[src/design/dac_ctrl_pkg.sv]
// constants for the toggle / thermal / write-queue control block of a 40-channel dac.
// assumes one 40 MHz clock and a synchronous active-high reset at the user of this package.
//
// Function
// - select 00 plus code 001100 writes control
// - toggle enabled per eight-channel group bit
// - every channel owns an A and B register
// - B register loads only when group toggles
// - each load strobe of a toggling group alternates between A and B
// - first load after enabling shows A
// - load after disabling toggle shows A data
// - thermal shutdown only with monitor bit set
// - over-temperature powers down all output amplifiers
// - soft power-up while not over temperature, or monitor disable, restores outputs
// - write queue only with parallel interface
// - write-queue pin sampled once after reset
package dac_ctrl_pkg;

    // ------------------------------------------------------------
    // sizes
    // ------------------------------------------------------------
    localparam int NUM_CH = 40;
    localparam int NUM_GROUPS = 5;
    localparam int DAC_W = 12;
    localparam int ADDR_W = 8;
    localparam int DATA_W = 16;
    localparam int EVT_W = 2;

    // ------------------------------------------------------------
    // address layout: {register_select_hi, register_select_lo, channel_address_field}
    // ------------------------------------------------------------
    localparam int SEL_HI_POS = 7;
    localparam int SEL_LO_POS = 6;
    localparam int CHAN_MSB = 5;
    localparam int GROUP_LSB = 3;
    localparam logic [1:0] SEL_SPECIAL = 2'h0;
    localparam logic [1:0] SEL_B = 2'h2;
    localparam logic [1:0] SEL_A = 2'h3;
    localparam logic [5:0] CTRL_CODE = 6'h0C;
    localparam logic [5:0] PWRUP_CODE = 6'h09;
    localparam logic [5:0] STATUS_CODE = 6'h0D;
    localparam logic [5:0] MASK_CODE = 6'h0E;
    localparam logic [5:0] LAST_CHAN = 6'h27;

    // ------------------------------------------------------------
    // control register fields
    // ------------------------------------------------------------
    localparam int TOGGLE_LSB = 0;
    localparam int THERM_EN_POS = 6;
    localparam logic [15:0] CTRL_RST = 16'h0000;

    // ------------------------------------------------------------
    // status register fields (events sticky, live bits read only)
    // ------------------------------------------------------------
    localparam int EV_THERMAL = 0;
    localparam int EV_B_DROP = 1;
    localparam int ST_SHUTDOWN_POS = 8;
    localparam int ST_QUEUE_POS = 9;
    localparam logic [1:0] EVT_RST = 2'h0;
    localparam logic [1:0] MASK_RST = 2'h0;

    // ------------------------------------------------------------
    // init sequence
    // ------------------------------------------------------------
    typedef enum logic [0:0] {ST_INIT = 1'b0, ST_RUN = 1'b1} mode_t;

endpackage

[src/design/dac_toggle_thermal_control.sv]
// control logic: control register, A/B data registers, load strobe toggling,
// thermal shutdown and write-queue mode capture.
// assumes a host that issues one-cycle write/read strobes synchronous to clk,
// and an over-temperature comparator output already synchronous to clk.
//
// Decided for this implementation: strobed register access and the register addresses.
`timescale 1ns/10ps

module dac_toggle_thermal_control
(
    input wire logic clk, // 40 MHz clock
    input wire logic reset, // synchronous, active high
    input wire logic [dac_ctrl_pkg::ADDR_W-1:0] reg_addr, // select bits and channel field
    input wire logic [dac_ctrl_pkg::DATA_W-1:0] reg_wdata, // write data
    input wire logic reg_wr, // write strobe
    input wire logic reg_rd, // read strobe
    output logic [dac_ctrl_pkg::DATA_W-1:0] reg_rdata, // read data, cycle after reg_rd
    input wire logic output_load_strobe_n, // load strobe, falling edge acts
    input wire logic over_temp, // die above threshold
    input wire logic fifo_en, // write-queue enable pin
    input wire logic parallel_sel, // parallel interface selected
    output logic [dac_ctrl_pkg::NUM_CH*dac_ctrl_pkg::DAC_W-1:0] dac_out, // codes to the converters
    output logic amps_down, // output amplifiers powered down
    output logic write_queue_on, // write-queue mode active
    output logic irq // unmasked status bit set
);
    import dac_ctrl_pkg::*;

    // ------------------------------------------------------------
    // state
    // ------------------------------------------------------------
    typedef struct packed {
        mode_t mode;
        logic [DATA_W-1:0] ctrl;
        logic [NUM_CH-1:0][DAC_W-1:0] a_reg;
        logic [NUM_CH-1:0][DAC_W-1:0] b_reg;
        logic [NUM_CH-1:0][DAC_W-1:0] dac;
        logic [NUM_GROUPS-1:0] phase;
        logic shutdown;
        logic queue_mode;
        logic strobe_prev;
        logic [EVT_W-1:0] status;
        logic [EVT_W-1:0] mask;
        logic [DATA_W-1:0] rdata;
    } state_t;

    state_t state_r;
    state_t state_nxt;
    logic strobe_fall;
    logic ctrl_wr;

    function automatic logic reg_hit(input logic [ADDR_W-1:0] addr, input logic [1:0] sel,
                                     input logic [5:0] code);
        reg_hit = (addr[SEL_HI_POS:SEL_LO_POS] == sel) && (addr[CHAN_MSB:0] == code);
    endfunction

    function automatic logic chan_hit(input logic [ADDR_W-1:0] addr, input logic [1:0] sel);
        chan_hit = (addr[SEL_HI_POS:SEL_LO_POS] == sel) && (addr[CHAN_MSB:0] <= LAST_CHAN);
    endfunction

    // detector leaves reset high, so a strobe held low through reset is taken as a fall in the first cycle after reset
    assign strobe_fall = state_r.strobe_prev & ~output_load_strobe_n;
    assign ctrl_wr = reg_wr && reg_hit(reg_addr, SEL_SPECIAL, CTRL_CODE);

    // ------------------------------------------------------------
    // next state
    // ------------------------------------------------------------
    always_comb
    begin
        logic [EVT_W-1:0] events;
        logic [5:0] ch;
        logic [2:0] grp;
        logic trip;
        state_nxt = state_r;
        events = '0;
        ch = reg_addr[CHAN_MSB:0];
        grp = reg_addr[CHAN_MSB:GROUP_LSB];
        trip = state_r.ctrl[THERM_EN_POS] & over_temp;
        state_nxt.rdata = '0;
        state_nxt.strobe_prev = output_load_strobe_n;

        // pin caught once
        // the pin is looked at only in the first cycle after reset, later changes are ignored
        if (state_r.mode == ST_INIT)
        begin
            state_nxt.queue_mode = fifo_en & parallel_sel;
            state_nxt.mode = ST_RUN;
        end

        // strobe alternates
        // strobe uses the registers as they stood before any write in the same cycle
        if (strobe_fall)
        begin
            for (int c = 0; c < NUM_CH; c++)
            begin
                if (state_r.ctrl[TOGGLE_LSB + c / 8] && state_r.phase[c / 8])
                    state_nxt.dac[c] = state_r.b_reg[c];
                else
                    state_nxt.dac[c] = state_r.a_reg[c];
            end
            for (int g = 0; g < NUM_GROUPS; g++)
            begin
                state_nxt.phase[g] = state_r.ctrl[TOGGLE_LSB + g] ? ~state_r.phase[g] : 1'b0;
            end
        end

        if (reg_wr)
        begin
            if (ctrl_wr)
            begin
                state_nxt.ctrl = reg_wdata;
                // per-group enable
                // any change of a group enable restarts that group on A
                for (int g = 0; g < NUM_GROUPS; g++)
                begin
                    if (reg_wdata[TOGGLE_LSB + g] != state_r.ctrl[TOGGLE_LSB + g])
                        state_nxt.phase[g] = 1'b0;
                end
            end
            // soft power-up
            // ignored while still hot, the shutdown would only trip again
            if (reg_hit(reg_addr, SEL_SPECIAL, PWRUP_CODE) && !over_temp)
                state_nxt.shutdown = 1'b0;
            if (reg_hit(reg_addr, SEL_SPECIAL, STATUS_CODE))
                state_nxt.status = state_r.status & ~reg_wdata[EVT_W-1:0];
            if (reg_hit(reg_addr, SEL_SPECIAL, MASK_CODE))
                state_nxt.mask = reg_wdata[EVT_W-1:0];
            if (chan_hit(reg_addr, SEL_A))
                state_nxt.a_reg[ch] = reg_wdata[DAC_W-1:0];
            if (chan_hit(reg_addr, SEL_B))
            begin
                if (state_r.ctrl[TOGGLE_LSB + int'(grp)])
                    state_nxt.b_reg[ch] = reg_wdata[DAC_W-1:0];
                else
                    events[EV_B_DROP] = 1'b1;
            end
        end

        if (!state_r.ctrl[THERM_EN_POS])
            state_nxt.shutdown = 1'b0;
        else if (trip)
        begin
            events[EV_THERMAL] = !state_r.shutdown;
            state_nxt.shutdown = 1'b1;
        end

        // a new event wins over a clear in the same cycle
        state_nxt.status = state_nxt.status | events;

        if (reg_rd)
        begin
            case (reg_addr[SEL_HI_POS:SEL_LO_POS])
                SEL_SPECIAL:
                begin
                    if (ch == CTRL_CODE)
                        state_nxt.rdata = state_r.ctrl;
                    else if (ch == STATUS_CODE)
                    begin
                        state_nxt.rdata[EVT_W-1:0] = state_r.status;
                        state_nxt.rdata[ST_SHUTDOWN_POS] = state_r.shutdown;
                        state_nxt.rdata[ST_QUEUE_POS] = state_r.queue_mode;
                    end
                    else if (ch == MASK_CODE)
                        state_nxt.rdata[EVT_W-1:0] = state_r.mask;
                end
                SEL_A:
                begin
                    if (ch <= LAST_CHAN)
                        state_nxt.rdata[DAC_W-1:0] = state_r.a_reg[ch];
                end
                SEL_B:
                begin
                    if (ch <= LAST_CHAN)
                        state_nxt.rdata[DAC_W-1:0] = state_r.b_reg[ch];
                end
                default:
                begin
                    state_nxt.rdata = '0;
                end
            endcase
        end
    end

    // ------------------------------------------------------------
    // registers
    // ------------------------------------------------------------
    always_ff @(posedge clk)
    begin
        if (reset)
        begin
            state_r <= '0;
            state_r.mode <= ST_INIT;
            state_r.ctrl <= CTRL_RST;
            state_r.status <= EVT_RST;
            state_r.mask <= MASK_RST;
            state_r.strobe_prev <= 1'b1;
        end
        else
        begin
            state_r <= state_nxt;
        end
    end

    // ------------------------------------------------------------
    // outputs
    // ------------------------------------------------------------
    assign reg_rdata = state_r.rdata;
    assign dac_out = state_r.dac;
    assign amps_down = state_r.shutdown;
    assign write_queue_on = state_r.queue_mode;
    assign irq = |(state_r.status & state_r.mask);
endmodule

[config.mk]
export PLATFORM = sky130hd
export DESIGN_NAME = dac_toggle_thermal_control
export DESIGN_NICKNAME = d
export VERILOG_FILES = /design/src/design/dac_ctrl_pkg.sv /design/src/design/dac_toggle_thermal_control.sv
export SDC_FILE = /design/constraint.sdc
export NUM_CORES = 2
export LEC_CHECK = 0
export ABC_AREA = 1
export BUFFER_PORTS_ARGS = -buffer_cell sky130_fd_sc_hd__buf_2
export CORE_UTILIZATION = 50
export CTS_CLUSTER_SIZE = 24
export DETAILED_ROUTE_END_ITERATION = 8
export MAX_ROUTING_LAYER = met4
export PLACE_DENSITY = 0.69
export REMOVE_ABC_BUFFERS = 1
export SLEW_MARGIN = 15
export SYNTH_ARGS = -nofsm -noshare
export SYNTH_HDL_FRONTEND = slang
export SYNTH_SLANG_ARGS = --single-unit
export TNS_END_PERCENT = 100
[constraint.sdc]
create_clock -name clk -period 4.38 [get_ports clk]
set_input_delay 0.438 -clock clk [delete_from_list [all_inputs] [get_ports clk]]
set_output_delay 0.438 -clock clk [all_outputs]
set_load 0.02 [all_outputs]
==> flow_summary.yaml <==
status:
  status: "completed"
clock_tree:
  clk_pin_slew_ps: 60
  cts_setup_buffers: 0
  clk_latency_ps: 820
  htreeDepth: 4
  cts_buffers: 158
  clkSinkCount: 1485
  cts_tree: "done"
  post_cts_resized: 0
  clk_path_buf_depth: 3
  clockRootBuffer: "clkbuf_16"
synthesis:
  synth-seq-area-share_pct: 43.23
  synthCells: 10010
  ys_warn_count: 0
  synthesis.area_um2: 68770
  yosysUniqueCellTypes: 29
  syn_avg_cell_area_um2: 6.872
  yosys_register_bits: 1485
worst_setup_path:
  rrSetupSlack_ps: 1410
  path_cells: "dlygate4sd3_1, buf_2, inv_1, a21oi_1, nor2_1, nand2_1, inv_2, nand2_1, o21ai_0, a21oi_1"
  cp.arrival_ps: 3680
  cp_slowest_cell: "nand2_1"
  rr_startpoint: "state_r[1472]"
  crit_path_start_kind: "input port"
  cp_max_fo: 32
  cp_data_required_time_ps: 5010
  max_stage_delay_ps: 840
  cp-end-kind: "register"
  ff2ff_path_depth: 10
  timing_worst_setup_path_type: "input port to register"
  cp_num_buf_inv: 4
  crit_start: "reg_addr[5]"
  cp_top_family: "buffers and inverters"
routing:
  vias_per_cell: 5.794
  wl_um: 260600
  vias: 66390
  wl_per_cell_um: 22.74
  first_pass_iters: 6
  dr.first_iter.drc_count: 8103
  postRouteAntennaNets: 0
  drc_errors: 0
power:
  peakVddDrop_uv: 324.1
  comb_power_share_pct: 7.9
  p_seq_share_pct: 46.4
  switchingPower_w: 0.007907
  p_sw_share_pct: 26.08
  p_leak_nw: 29.20
  power.density_nw_per_um2: 411.4
  power.internal_w: 0.02241
  clkPwrFrac_pct: 45.7
sta:
  skew_ps: 41.15
  fmax_mhz: 327.8
  setup_viol: 0
  hold_viol_final: 0
  worst_pin_slew_ps: 1350
  setup_tns_ps: 0
  maxSlewHeadroom_pct: 9.917
  rsz0062_at_grt: "false"
  fin_crit_ps: 3051
  min_period_over_period_pct: 69.66
  slew_violations: 0
hold_path:
  hold_path_class: "input port to register"
  hold_start: "parallel_sel"
  whs_path_depth: 5
  min_to: "write_queue_on"
placement:
  hpwl_um: 168900
  place_congestion: 0.9800
  placed_area_um2: 68250
  port_buffers: 530
  dp_cells: 11160
global_route:
  grt_pass1_wl_um: 382400
  grt_max_degree: 174
  grt_usage_pct: 37.01
  grt_pass1_vias: 59550
  overflow: 0
  antenna_found_initial: 7
final_layout:
  drive_gt1_share_pct: 10.46
  area_growth_pct: 7.163
  mostFrequentLayoutCells: "nand2_1 (2972), dfxtp_1 (1485), o21ai_0 (1151)"
  final_nets: 9575
  final_common_cell: "nand2_1"
  layout.cells.non_filler: 11460
  fin_area_um2: 73700
floorplanning:
  die_area_um2: 139000
  core_um2: 136000
  rows: 135
  start_util_pct: 50.58
  fp.dieH_um: 372.9
  io_pins: 531
  fp.dieW_um: 372.9
flow_run:
  cap_violations: 0
## power groups by stage
stage,Combinational (W),Sequential [W],Clock (W)
floorplan,0.00123,0.0146,0
global placement,0.00231,0.0144,0
detailed placement,0.00233,0.0144,0
CTS,0.00234,0.0141,0.0139
global route,0.00252,0.0141,0.0145
finish,0.00238,0.0141,0.0139
## layout make-up
| type | instances | area (µm²) |
|---|---|---|
| diodes | 6 | 15.01 |
| clock buffers | 245 | 4836 |
| clock inverters | 44 | 520.5 |
| fillers | 13200 | 62270 |
| inverters | 706 | 2673 |
| multi-input cells | 6485 | 29380 |
| flip-flops and latches | 1485 | 29730 |
| well taps | 1781 | 2228 |
| repair buffers | 707 | 4322 |
## per-layer routing
metal	track usage, %	vias to the layer above	share of wire, %
met5	-	-	0
met4	18.25	0	5.4
met3	7.687	585	11
met2	53.85	3557	43
met1	48.64	30930	41
li1	-	31320	-
## worst register-to-register path, stage by stage, from the launching register on
cell and delay [ps]:
dfxtp_1 480, inv_1 200, a21oi_1 170, o21ai_1 80
nand2_1 70, nand2_1 70, nand2_2 490, buf_12 290
nand3_2 520, o21ai_0 360, a21oi_1 70
## kinds of logic (layout without fill, tap and decap cells)
kind of cell	count (synthesis)	in the layout	share of synthesized area [%]
compound gates	3181	3181	24.12
other cells	0	6	0
simple gates	3304	3304	18.52
buf+inv	2038	1702	14.14
flops	1485	1485	43.23
## metrics by stage
stage / hold slack [ps] / util, % / setup slack (ps) / power (W)
after floorplan: 416.0 / - / -23160 / 0.01581
after CTS: 18.34 / 54.19 / 1476 / 0.03034
after global placement: 426.8 / 50.20 / 994.9 / 0.01667
after global routing: 77.44 / 54.20 / 1237 / 0.03110
after detailed placement: 431.7 / 50.20 / 951.3 / 0.01668
final: 67.51 / 54.20 / 1329 / 0.03032
## cells in the mapped netlist, drive strengths merged
cell type	number	area [µm²]
clkbuf	644	2417
inv	700	2628
or2	1	6.260
o21ai	1675	8383
clkinv	6	22.52
o22ai	5	31.28
nand2	2978	11180
o41ai	1	8.760
o21bai	12	90.09
a22oi	1	7.510
a21oi	1000	5005
a31oi	480	3003
o211ai	1	7.510
a22o	1	8.760
buf	688	4656
nor2	138	530.5
a311oi	5	43.79
nand3	184	1001
nor3	3	15.01
dfxtp	1485	29730
## worst max path at each step
| stage | endpoint | depth (start not counted) | slack [ps] |
|---|---|---|---|
| 4_1_cts | register | 11 | 1480 |
| 3_5_place_dp | register | 8 | 950 |
| 5_1_grt | register | 11 | 1240 |
| 2_1_floorplan | state_r[23] | 5 | -23160 |
| 3_3_place_gp | reg_rdata[6] | 14 | 990 |
| 6_report | register | 10 | 1330 |
## what timing repair did
item                       CTS  global route
hold buffers                 7             0
setup endpoints to repair    0             0
hold endpoints to repair     9             0
Power figures use the tool's default switching activity.
